<file path="src/hdl/itw_pkg.sv">
/*
  Shared constants and types for the interval timer and watchdog block:
  register indices, field positions, reset values and prescaler counts.
  Assumes nothing of its surroundings; compiled before every design file.
*/
package itw_pkg;

  // apb address width and data width
  localparam int unsigned ITW_AW = 12;
  localparam int unsigned ITW_DW = 32;

  // register indices; byte address is four times the index
  localparam logic [9:0] ITW_IDX_BIT_CTRL = 10'h08B;
  localparam logic [9:0] ITW_IDX_BIT_CNT  = 10'h08C;
  localparam logic [9:0] ITW_IDX_WDT_CTRL = 10'h08D;
  localparam logic [9:0] ITW_IDX_WDT_CNT  = 10'h08E;

  // interval_timer_control field positions
  localparam int unsigned ITW_BC_IFR    = 7;
  localparam int unsigned ITW_BC_CK_HI  = 6;
  localparam int unsigned ITW_BC_CK_LO  = 5;
  localparam int unsigned ITW_BC_CLR    = 3;
  localparam int unsigned ITW_BC_TAP_HI = 2;
  localparam int unsigned ITW_BC_TAP_LO = 0;

  // watchdog_control field positions
  localparam int unsigned ITW_WC_RUN = 7;
  localparam int unsigned ITW_WC_RST = 6;
  localparam int unsigned ITW_WC_CLR = 5;
  localparam int unsigned ITW_WC_RC  = 1;
  localparam int unsigned ITW_WC_IFR = 0;

  // reset values
  localparam logic [7:0] ITW_BIT_CTRL_RST = 8'h01;
  localparam logic [7:0] ITW_BIT_CNT_RST  = 8'h00;
  localparam logic [7:0] ITW_WDT_CTRL_RST = 8'h00;
  localparam logic [7:0] ITW_WDT_CNT_RST  = 8'h00;
  localparam logic [7:0] ITW_WDT_CMP_RST  = 8'hFF;

  // prescaler: last count of each division (divide by value+1)
  localparam int unsigned ITW_PRE_W = 12;
  localparam logic [11:0] ITW_DIV4096_LAST = 12'hFFF;
  localparam logic [11:0] ITW_DIV1024_LAST = 12'h3FF;
  localparam logic [11:0] ITW_DIV128_LAST  = 12'h07F;
  localparam logic [11:0] ITW_DIV16_LAST   = 12'h00F;

  // interval overflows counted for the oscillator stabilisation wait
  localparam int unsigned ITW_STAB_OVF = 4;

  typedef struct packed {
    logic       ifr;
    logic [1:0] clkSel;
    logic       clr;
    logic [2:0] tap;
  } itw_bitctl_type;

  typedef struct packed {
    logic run;
    logic rstSel;
    logic clr;
    logic rcSel;
    logic ifr;
  } itw_wdtctl_type;

  localparam itw_bitctl_type ITW_BITCTL_INIT = '{
    ifr:    ITW_BIT_CTRL_RST[ITW_BC_IFR],
    clkSel: ITW_BIT_CTRL_RST[ITW_BC_CK_HI:ITW_BC_CK_LO],
    clr:    ITW_BIT_CTRL_RST[ITW_BC_CLR],
    tap:    ITW_BIT_CTRL_RST[ITW_BC_TAP_HI:ITW_BC_TAP_LO]
  };

  localparam itw_wdtctl_type ITW_WDTCTL_INIT = '{
    run:    ITW_WDT_CTRL_RST[ITW_WC_RUN],
    rstSel: ITW_WDT_CTRL_RST[ITW_WC_RST],
    clr:    ITW_WDT_CTRL_RST[ITW_WC_CLR],
    rcSel:  ITW_WDT_CTRL_RST[ITW_WC_RC],
    ifr:    ITW_WDT_CTRL_RST[ITW_WC_IFR]
  };

endpackage

</file>
<file path="src/hdl/itw_prescaler.sv">
/*
  Prescaler for the interval counter: a one-cycle enable pulse every
  4096, 1024, 128 or 16 system clocks, chosen by a two-bit select.
  Assumes select and restart come from logic on the same clock.
*/
module itw_prescaler
  import itw_pkg::*;
(
  // clock and reset
  input  wire logic       ref_clk,
  input  wire logic       resetn,
  // control
  input  wire logic [1:0] clkSel,
  input  wire logic       restart,
  // enable pulse
  output logic            tick
);

  logic [ITW_PRE_W-1:0] cnt_r;
  logic [ITW_PRE_W-1:0] last;

  function automatic logic [ITW_PRE_W-1:0] lastCount(input logic [1:0] sel);
    case (sel)
      2'h0:    lastCount = ITW_DIV4096_LAST;
      2'h1:    lastCount = ITW_DIV1024_LAST;
      2'h2:    lastCount = ITW_DIV128_LAST;
      2'h3:    lastCount = ITW_DIV16_LAST;
      default: lastCount = ITW_DIV4096_LAST;
    endcase
  endfunction

  assign last = lastCount(clkSel);

  // a shorter select taking effect mid-count wraps at once (>=)
  always_ff @(posedge ref_clk or negedge resetn) begin
    if (!resetn) begin
      cnt_r <= '0;
      tick  <= 1'b0;
    end else if (restart) begin
      cnt_r <= '0;
      tick  <= 1'b0;
    end else if (cnt_r >= last) begin
      cnt_r <= '0;
      tick  <= 1'b1;
    end else begin
      cnt_r <= cnt_r + 1'b1;
      tick  <= 1'b0;
    end
  end

endmodule

</file>
<file path="src/hdl/itw_top.sv">
/*
  Interval timer with watchdog, registers reached over APB.
  Assumes: interrupt acknowledges and stop exit come from logic on
  ref_clk; the watchdog RC oscillator arrives as an asynchronous pin.
*/
// Chosen here: register access over APB.
// Notes on behaviour
// - interval counter free-runs, never stoppable
// - clear bit zeroes counter, self-clears next cycle
// - overflow sets interval flag; write-zero or ack clears
// - control resets 01H, counter resets 00H
// - interval timer times oscillator stabilisation waits
// - watchdog advances once per interval overflow, or once per RC oscillator rising edge when selected
// - watchdog flag raised when counter equals compare
// - bit 6 picks interrupt only or CPU reset
// - bit 5 zeroes watchdog counter, self-clears
// - match interval is tick period (interval overflow, or RC rising edge when selected) times (compare+1)
// - shared address: read counter, write compare
// - osc select picks overflow or RC oscillator
// - watchdog flag cleared by write-zero or ack
module itw_top
  import itw_pkg::*;
#(
  parameter int unsigned STAB_OVF = ITW_STAB_OVF
)
(
  // clock and reset
  input  wire logic              ref_clk,
  input  wire logic              resetn,
  // apb slave
  input  wire logic              psel,
  input  wire logic              penable,
  input  wire logic              pwrite,
  input  wire logic [ITW_AW-1:0] paddr,
  input  wire logic [ITW_DW-1:0] pwdata,
  output logic      [ITW_DW-1:0] prdata,
  output logic                   pready,
  output logic                   pslverr,
  // interrupt controller
  input  wire logic              bitIntAck,
  input  wire logic              wdtIntAck,
  output logic                   bitIrq,
  output logic                   wdtIrq,
  // system control
  input  wire logic              stopExit,
  output logic                   oscStable,
  output logic                   cpuResetReq,
  // watchdog rc oscillator
  input  wire logic              wdtRcClk,
  output logic                   wdtRcEnable
);

  itw_bitctl_type bitCtl_r;
  itw_wdtctl_type wdtCtl_r;
  logic [7:0]     interval_count_value_r;
  logic [7:0]     watchdog_count_r;
  logic [7:0]     wdtCmp_r;
  logic           preTick;
  logic           bitOvf;
  logic           wdtTick;
  logic           wdtMatch;
  logic           setup;
  logic           access;
  logic           wrEn;
  logic           bitCtlWr;
  logic           wdtCtlWr;
  logic           wdtCmpWr;
  logic           mapped;
  logic [7:0]     rdValue;
  logic           rcMeta_r;
  logic           rcSync_r;
  logic           rcLast_r;
  logic           rcTick;
  logic [7:0]     stabCnt_r;

  function automatic logic regHit(input logic [ITW_AW-1:0] addr,
                                  input logic [9:0]        idx);
    regHit = (addr == {idx, 2'b00});
  endfunction

  function automatic logic [7:0] tapMask(input logic [2:0] tap);
    logic [7:0] m;
    m = 8'h00;
    for (int i = 0; i < 8; i++) begin
      m[i] = (i <= int'(tap));
    end
    tapMask = m;
  endfunction

  // ---------------- apb slave: no wait states, ready in the first access cycle
  assign setup  = psel & ~penable;
  assign access = psel & penable & pready;
  assign wrEn   = access & pwrite & ~pslverr;

  assign mapped = regHit(paddr, ITW_IDX_BIT_CTRL) | regHit(paddr, ITW_IDX_BIT_CNT) |
                  regHit(paddr, ITW_IDX_WDT_CTRL) | regHit(paddr, ITW_IDX_WDT_CNT);

  assign bitCtlWr = wrEn & regHit(paddr, ITW_IDX_BIT_CTRL);
  assign wdtCtlWr = wrEn & regHit(paddr, ITW_IDX_WDT_CTRL);
  assign wdtCmpWr = wrEn & regHit(paddr, ITW_IDX_WDT_CNT);

  always_comb begin
    rdValue = 8'h00;
    if (regHit(paddr, ITW_IDX_BIT_CTRL)) begin
      rdValue = {bitCtl_r.ifr, bitCtl_r.clkSel, 1'b0, bitCtl_r.clr, bitCtl_r.tap};
    end else if (regHit(paddr, ITW_IDX_BIT_CNT)) begin
      rdValue = interval_count_value_r;
    end else if (regHit(paddr, ITW_IDX_WDT_CTRL)) begin
      rdValue = {wdtCtl_r.run, wdtCtl_r.rstSel, wdtCtl_r.clr, 3'h0,
                 wdtCtl_r.rcSel, wdtCtl_r.ifr};
    end else if (regHit(paddr, ITW_IDX_WDT_CNT)) begin
      rdValue = watchdog_count_r;
    end
  end

  always_ff @(posedge ref_clk or negedge resetn) begin
    if (!resetn) begin
      pready  <= 1'b0;
      pslverr <= 1'b0;
      prdata  <= '0;
    end else begin
      pready <= setup;
      if (setup) begin
        pslverr <= ~mapped;
        prdata  <= {24'h000000, rdValue};
      end else if (access) begin
        pslverr <= 1'b0;
      end
    end
  end

  // ---------------- interval timer
  itw_prescaler u_prescaler (
    .ref_clk (ref_clk),
    .resetn  (resetn),
    .clkSel  (bitCtl_r.clkSel),
    .restart (bitCtl_r.clr),
    .tick    (preTick)
  );

  // overflow when every bit up to the tap is one as the count advances
  assign bitOvf = preTick & ~bitCtl_r.clr &
                  ((interval_count_value_r & tapMask(bitCtl_r.tap)) == tapMask(bitCtl_r.tap));

  always_ff @(posedge ref_clk or negedge resetn) begin
    if (!resetn) begin
      interval_count_value_r <= ITW_BIT_CNT_RST;
    end else if (bitCtl_r.clr) begin
      interval_count_value_r <= 8'h00;
    end else if (preTick) begin
      interval_count_value_r <= interval_count_value_r + 8'h01;
    end
  end

  always_ff @(posedge ref_clk or negedge resetn) begin
    if (!resetn) begin
      bitCtl_r.clkSel <= ITW_BITCTL_INIT.clkSel;
      bitCtl_r.tap    <= ITW_BITCTL_INIT.tap;
      bitCtl_r.clr    <= ITW_BITCTL_INIT.clr;
    end else if (bitCtlWr) begin
      bitCtl_r.clkSel <= pwdata[ITW_BC_CK_HI:ITW_BC_CK_LO];
      bitCtl_r.tap    <= pwdata[ITW_BC_TAP_HI:ITW_BC_TAP_LO];
      bitCtl_r.clr    <= pwdata[ITW_BC_CLR];
    end else begin
      bitCtl_r.clr <= 1'b0;
    end
  end

  // flag: a new overflow wins over a clear in the same cycle
  always_ff @(posedge ref_clk or negedge resetn) begin
    if (!resetn) begin
      bitCtl_r.ifr <= ITW_BITCTL_INIT.ifr;
    end else begin
      bitCtl_r.ifr <= bitOvf |
                      (bitCtl_r.ifr & ~((bitCtlWr & ~pwdata[ITW_BC_IFR]) | bitIntAck));
    end
  end

  // ---------------- oscillator stabilisation wait
  always_ff @(posedge ref_clk or negedge resetn) begin
    if (!resetn) begin
      oscStable <= 1'b0;
      stabCnt_r <= 8'h00;
    end else if (stopExit) begin
      oscStable <= 1'b0;
      stabCnt_r <= 8'h00;
    end else if (!oscStable && bitOvf) begin
      if (stabCnt_r == 8'(STAB_OVF - 1)) begin
        oscStable <= 1'b1;
      end else begin
        stabCnt_r <= stabCnt_r + 8'h01;
      end
    end
  end

  // ---------------- watchdog rc oscillator: synchronise, then edge detect
  always_ff @(posedge ref_clk or negedge resetn) begin
    if (!resetn) begin
      rcMeta_r <= 1'b0;
      rcSync_r <= 1'b0;
      rcLast_r <= 1'b0;
    end else begin
      rcMeta_r <= wdtRcClk;
      rcSync_r <= rcMeta_r;
      rcLast_r <= rcSync_r;
    end
  end

  assign rcTick = rcSync_r & ~rcLast_r;

  // ---------------- watchdog
  assign wdtTick  = wdtCtl_r.rcSel ? rcTick : bitOvf;
  assign wdtMatch = wdtCtl_r.run & wdtTick & ~wdtCtl_r.clr &
                    (watchdog_count_r == wdtCmp_r);

  // wrapping at the match gives compare+1 ticks per interval
  always_ff @(posedge ref_clk or negedge resetn) begin
    if (!resetn) begin
      watchdog_count_r <= ITW_WDT_CNT_RST;
    end else if (wdtCtl_r.clr) begin
      watchdog_count_r <= 8'h00;
    end else if (wdtMatch) begin
      watchdog_count_r <= 8'h00;
    end else if (wdtCtl_r.run && wdtTick) begin
      watchdog_count_r <= watchdog_count_r + 8'h01;
    end
  end

  // a zero compare would match on every tick; software avoids it
  always_ff @(posedge ref_clk or negedge resetn) begin
    if (!resetn) begin
      wdtCmp_r <= ITW_WDT_CMP_RST;
    end else if (wdtCmpWr) begin
      wdtCmp_r <= pwdata[7:0];
    end
  end

  always_ff @(posedge ref_clk or negedge resetn) begin
    if (!resetn) begin
      wdtCtl_r.run    <= ITW_WDTCTL_INIT.run;
      wdtCtl_r.rstSel <= ITW_WDTCTL_INIT.rstSel;
      wdtCtl_r.rcSel  <= ITW_WDTCTL_INIT.rcSel;
      wdtCtl_r.clr    <= ITW_WDTCTL_INIT.clr;
    end else if (wdtCtlWr) begin
      wdtCtl_r.run    <= pwdata[ITW_WC_RUN];
      wdtCtl_r.rstSel <= pwdata[ITW_WC_RST];
      wdtCtl_r.rcSel  <= pwdata[ITW_WC_RC];
      wdtCtl_r.clr    <= pwdata[ITW_WC_CLR];
    end else begin
      wdtCtl_r.clr <= 1'b0;
    end
  end

  always_ff @(posedge ref_clk or negedge resetn) begin
    if (!resetn) begin
      wdtCtl_r.ifr <= ITW_WDTCTL_INIT.ifr;
    end else begin
      wdtCtl_r.ifr <= wdtMatch |
                      (wdtCtl_r.ifr & ~((wdtCtlWr & ~pwdata[ITW_WC_IFR]) | wdtIntAck));
    end
  end

  // ---------------- outputs
  always_ff @(posedge ref_clk or negedge resetn) begin
    if (!resetn) begin
      cpuResetReq <= 1'b0;
      wdtRcEnable <= 1'b0;
    end else begin
      cpuResetReq <= wdtMatch & wdtCtl_r.rstSel;
      wdtRcEnable <= wdtCtl_r.rcSel;
    end
  end

  assign bitIrq = bitCtl_r.ifr;
  assign wdtIrq = wdtCtl_r.ifr;

endmodule

</file>
<file path="config.mk">
export PLATFORM = sky130hd
export DESIGN_NAME = itw_top
export DESIGN_NICKNAME = d
export VERILOG_FILES = /design/src/hdl/itw_pkg.sv /design/src/hdl/itw_prescaler.sv /design/src/hdl/itw_top.sv
export SDC_FILE = /design/constraint.sdc
export NUM_CORES = 1
export LEC_CHECK = 0
export ABC_AREA = 1
export BUFFER_PORTS_ARGS = -buffer_cell sky130_fd_sc_hd__buf_4
export CORE_UTILIZATION = 55
export DETAILED_ROUTE_END_ITERATION = 7
export PLACE_DENSITY = 0.78
export SLEW_MARGIN = 15
export SYNTH_ARGS = -nofsm -noshare
export SYNTH_HDL_FRONTEND = slang
export SYNTH_SLANG_ARGS = --single-unit
</file>
<file path="constraint.sdc">
create_clock -name ref_clk -period 2.6 [get_ports ref_clk]
set_input_delay 0.26 -clock ref_clk [delete_from_list [all_inputs] [get_ports ref_clk]]
set_output_delay 0.26 -clock ref_clk [all_outputs]
set_load 0.05 [all_outputs]
</file>
After elaboration in Yosys (flattened, before gate mapping). Index checks and enable logic that the tools add are counted.

Register bits after elaboration: 73. Output and inout port bits: 39.

Add/sub/neg operators: 4. Order comparisons: 8. Eq/ne operators: 11. Muxes and demuxes: 25. Bitwise gates (word level): 37. Reductions and logical operators: 11.

Operators by type and width (count): $mux W8 (12); $eq A12 B10 Y1 const B (4); $pmux W12 S4 (1); $add A8 B1 Y8 const B (3); $mux W12 (2); $and A1 B1 Y1 (19); $eq A8 B8 Y1 (2); $add A12 B1 Y12 const B (1); $ge A12 B12 Y1 (1); $le A3 B3 Y1 const A (4); $mux W1 (10); $not A1 Y1 (10); $and A8 B8 Y8 (1); $eq A8 B2 Y1 const B (1); $reduce_bool A2 Y1 (4); $or A1 B1 Y1 (7); $le A2 B3 Y1 const A (2); $eq A2 B2 Y1 const B (2); $reduce_and A2 Y1 (2); $le A1 B3 Y1 const A (1); $reduce_bool A3 Y1 (1); $eq A2 B1 Y1 const B (1); $logic_and A1 B1 Y1 (2); $logic_not A2 Y1 (1); 2 further kinds (2).

Logic depth before layout (Yosys ltp).
Depth after elaboration: 10. Depth in mapped cells: 11. Mapped depth without buffers: 11.

Cells and area by module. Synthesis repeated with hierarchy kept, for this count alone.

Cell total of the unflattened synthesis: 542. Area, all modules: 4210.3 um^2.

By module, submodules not included: itw_top (times used 1, cells each 425, area each 3397.0 um^2, sequential area each 1512.7 um^2); itw_prescaler (times used 1, cells each 117, area each 813.3 um^2, sequential area each 325.3 um^2).

Worst setup path before layout. No wires, ideal clock.

Path type: register to register. Start point: reg bitCtl_r[4] (netlist name). End point: reg u_prescaler.cnt_r[10]. Library setup time: 0.137 ns. Arrival: 1.785 ns. Setup slack: 0.678 ns. Cell stages (with the launch flop): 9. Path buffers: 1. Period minus slack after synthesis: 1.922 ns. Path through: dfrtp_1 > or2_2 > ha_1 > inv_1 > nor3_1 > nand2_1 > o2111ai_2 > buf_4 > nor3_1.

Longest elaborated chain between the ends: 5. Elaborated cells between the ends (all ways): 8. Classes of those cells: 1 x order compare; 3 x eq/ne; 3 x mux; 1 x reduce/logical.

Ends and longest elaborated chain: $eq A2 B2 Y1 (tied with other cells) (RTL line itw_prescaler.sv:23) `case (sel)`; $pmux W12 S4 (*) (RTL line itw_prescaler.sv:23); $ge A12 B12 Y1 (*) (RTL line itw_prescaler.sv:42) `end else if (cnt_r >= last) begin`; $mux W12 (*) (RTL line itw_prescaler.sv:42); $mux W12 (*) (RTL line itw_prescaler.sv:39) `end else if (restart) begin`; end signal: assignment (RTL line itw_prescaler.sv:46) `cnt_r <= cnt_r + 1'b1;`; end: declaration (RTL line itw_prescaler.sv:19) `logic [ITW_PRE_W-1:0] cnt_r;`.

Mark *: on every way between the ends. The rest lies on a longest branch, timed or not. The select of a mux whose other input is x is not followed. A chain may end at the register's enable or synchronous reset.

Worst setup path after layout.
Start point: reg bitCtl_r[5] (netlist name). End point: reg u_prescaler.cnt_r[3].

Longest elaborated chain between the ends: 5. Elaborated cells between the ends (all ways): 8. Classes of those cells: 1 x order compare; 3 x eq/ne; 3 x mux; 1 x reduce/logical.

Ends and longest elaborated chain (RTL line): $eq A2 B2 Y1 (tied with other cells) (itw_prescaler.sv:23); $pmux W12 S4 (*) (itw_prescaler.sv:23); $ge A12 B12 Y1 (*) (itw_prescaler.sv:42); $mux W12 (*) (itw_prescaler.sv:42); $mux W12 (*) (itw_prescaler.sv:39).

Marks and branches as above.

==> run summary <==
Root Buffer -> clkbuf_8
aggregate global-route resource usage -> 23.32%
area growth from synthesis to final layout -> 12.39%
clk sinks -> 73
hpwl dp -> 6.385 mm
met1 Resource Use GR -> 31.10%
post-CTS setup repair buffer count -> 0
Iter 0 DRT Violations -> 298
EDFF count, synth -> 0
Post-synth top flop -> dfrtp_1
total power -> 0.002315 W
Mapped Area -> 4180 µm²
Tcrit/Tclk final -> 85.75%
antenna violations before repair -> 0
CP startpoint kind -> flop
worst flop-to-flop path endpoint -> u_prescaler.cnt_r[3]
Critical Path End Type -> flop
critical path class -> flop to flop
commonest non-fill, non-tap cell in the layout -> nand2_1
Cells after Synth -> 514
Final Skew -> 0.01565 ns
gp weighted congestion -> 0.9058
hold_buf cts -> 0
Detailed Route WL -> 8.678 mm
vias -> 3,505
Worst Max-Slew Pin Slew -> 0.8893 ns
Final Hold Vio Count -> 0
antenna diode count -> 0
Post-synth ARST share -> 100.0%
core area -> 7292 µm²
pin count of the biggest net entering global routing -> 74
grt met2 use -> 37.47%
Resize count post-CTS -> 0
Synthesis Warnings -> 0
Min Clock Period, post-route -> 2.230 ns
maximum vdd drop -> 0.0002718 V
status -> completed
H-tree depth -> 3
# port buffers -> 43
CTS clk-pin slew, worst paths -> 0.08 ns
post-synth cell types -> 42
Die Footprint -> 7953 µm²
Final Max Tran Viols -> 0
setup TNS -> 0 ns
FP Rows -> 31
layout cell share with drive strength beyond 1 -> 19.50%
CTS tree -> done
first-pass GRT wire length -> 14.02 mm
vias in the first global route -> 3,098
Num CTS Buffers -> 9
grt ovf -> 0
Reg2Reg Launch Point -> bitCtl_r[5]
met3 Resource Use GR -> 4.432%
vias per inst -> 5.287
DP Area -> 4494 µm²
Seq/Total Area, Yosys -> 43.97%
cells on worst reg2reg path -> 8
Yosys reg bits -> 73
Chip Width -> 89.18 µm
slew margin rel. -> 40.71%
min-delay worst type -> input port to async pin
Mean Syn Cell Area -> 8.133 µm²
Worst EP arrival -> 2.46 ns
busiest grt layer -> met2
leakage power -> 2.293 nW
fin nets -> 625
worst skew pair latency -> 0.35 ns
maximum buffer depth of the clock tree -> 2
io pins -> 92
RSZ-0062 raised after global routing -> false
final setup fails -> 0
crit-path max FO -> 8
post-route DRC violation count -> 0
Design Area, Final -> 4698 µm²
DIE HEIGHT -> 89.18 µm
post-route ant nets -> 0
drt pass-1 iters -> 5
WL/cell -> 13.09 µm
cell area power density -> 492.7 nW/µm²
Worst EP required -> 2.83 ns
Max-cap violations -> 0
initial core utilization -> 57.33%
fin util -> 64.43%
R2R setup slack -> 0.37 ns
commonest non-fill, non-tap cells in the layout -> nand2_1, dfrtp_1, inv_1, buf_4, nand3_1
Achievable Freq -> 448.5 MHz
==> registers in the layout, summed over array words and instances, names as in the netlist <==
signal / cells
wdtCmp_r: 8
prdata: 8
rcMeta_r: 1
watchdog_count_r: 8
rcLast_r: 1
wdtIrq: 1
bitIrq: 1
rcSync_r: 1
pready: 1
interval_count_value_r: 8
oscStable: 1
stabCnt_r: 8
u_prescaler.tick: 1
wdtRcEnable: 1
wdtCtl_r: 4
pslverr: 1
u_prescaler.cnt_r: 12
bitCtl_r: 6
cpuResetReq: 1
==> logic make-up (layout without fill, tap and decap cells) <==
family	after synthesis	in the layout	share of synthesized area [%]
flops	73	73	43.97
other cells	1	24	0.08971
xor+xnor	18	18	3.771
buf+inv	87	114	10.36
compound gates	67	67	9.578
simple gates	255	255	28.37
fa+ha+maj	12	12	3.592
mux	1	1	0.2694
==> stage by stage <==
stage | setup slack (ns) | cells | hold WS (ns)
after floorplan | 0.6778 | 537 | -0.03559
after global placement | 0.4823 | 647 | 0.3332
after detailed placement | 0.3653 | 647 | 0.3550
after CTS | 0.3672 | 662 | 0.003209
after global routing | 0.2221 | 663 | 0.1068
final | 0.3704 | 663 | 0.01373
==> area by class of cell <==
| type | count | area [µm²] |
|---|---|---|
| Fill cell | 631 | 2594 |
| Multi-Input combinational cell | 377 | 1996 |
| Sequential cell | 73 | 1838 |
| Timing Repair Buffer | 46 | 347.8 |
| Inverter | 53 | 198.9 |
| Clock buffer | 11 | 141.4 |
| Tap cell | 99 | 123.9 |
| Clock inverter | 4 | 52.55 |
==> cells in the mapped netlist, types with 2 or more instances <==
| cell | number | area share, % |
|---|---|---|
| o22ai_1 | 2 | 0.30 |
| nor3_2 | 6 | 1.4 |
| nand3_1 | 36 | 4.3 |
| dfrtp_1 | 64 | 38 |
| buf_4 | 25 | 4.5 |
| nor2_1 | 30 | 2.7 |
| a21oi_1 | 15 | 1.8 |
| clkbuf_1 | 3 | 0.27 |
| nand2_2 | 4 | 0.60 |
| xor2_1 | 12 | 2.5 |
| xnor2_1 | 6 | 1.3 |
| nand2_1 | 131 | 12 |
| nand3_2 | 2 | 0.48 |
| o21ai_0 | 23 | 2.8 |
| nand4_1 | 6 | 0.90 |
| ha_1 | 12 | 3.6 |
| dfstp_2 | 9 | 5.7 |
| or2_2 | 8 | 1.2 |
| o211ai_1 | 4 | 0.72 |
| inv_2 | 2 | 0.18 |
| o21ai_1 | 9 | 1.1 |
| buf_2 | 4 | 0.48 |
| nand4_2 | 2 | 0.60 |
| nand3b_1 | 2 | 0.36 |
| nor2_2 | 4 | 0.60 |
| o21ai_2 | 9 | 1.9 |
| nor4_1 | 2 | 0.30 |
| nor3_1 | 18 | 2.2 |
| inv_1 | 51 | 4.6 |
==> metal layers <==
layer  up-vias  part of all wire (%)  routed length (µm)
met2       112                    47                4100
li1       1727                     -                   -
met3        22                   5.0                 435
met4         0                   2.6                 224
met5         -                     0                   0
met1      1644                    45                3917
==> worst max-delay path: stages (launching register included) <==
cell,delay [ns]
dfrtp_1,0.46
or2_2,0.33
ha_1,0.30
inv_1,0.05
nor3_1,0.26
nand2_1,0.10
o2111ai_2,0.34
buf_4,0.23
nor3_1,0.05
==> report_power, final <==
| group | total (W) | internal, W | switching (W) |
|---|---|---|---|
| logic | 0.000240 | 0.0000619 | 0.000179 |
| clock network | 0.000900 | 0.000468 | 0.000431 |
| registers | 0.00117 | 0.00116 | 0.0000185 |
| total | 0.00231 | 0.00169 | 0.000628 |
==> how the worst max path moves through the flow <==
| stage | slack (ns) | to | startpoint |
|---|---|---|---|
| 3_3_place_gp | 0.48 | u_prescaler.cnt_r[3] | bitCtl_r[5] |
| 4_1_cts | 0.37 | u_prescaler.cnt_r[3] | bitCtl_r[5] |
| 2_1_floorplan | 0.68 | u_prescaler.cnt_r[10] | bitCtl_r[4] |
| 6_report | 0.37 | u_prescaler.cnt_r[3] | bitCtl_r[5] |
| 5_1_grt | 0.22 | u_prescaler.cnt_r[5] | bitCtl_r[5] |
| 3_5_place_dp | 0.37 | u_prescaler.cnt_r[5] | bitCtl_r[5] |
(Power assumes the default switching activity.)
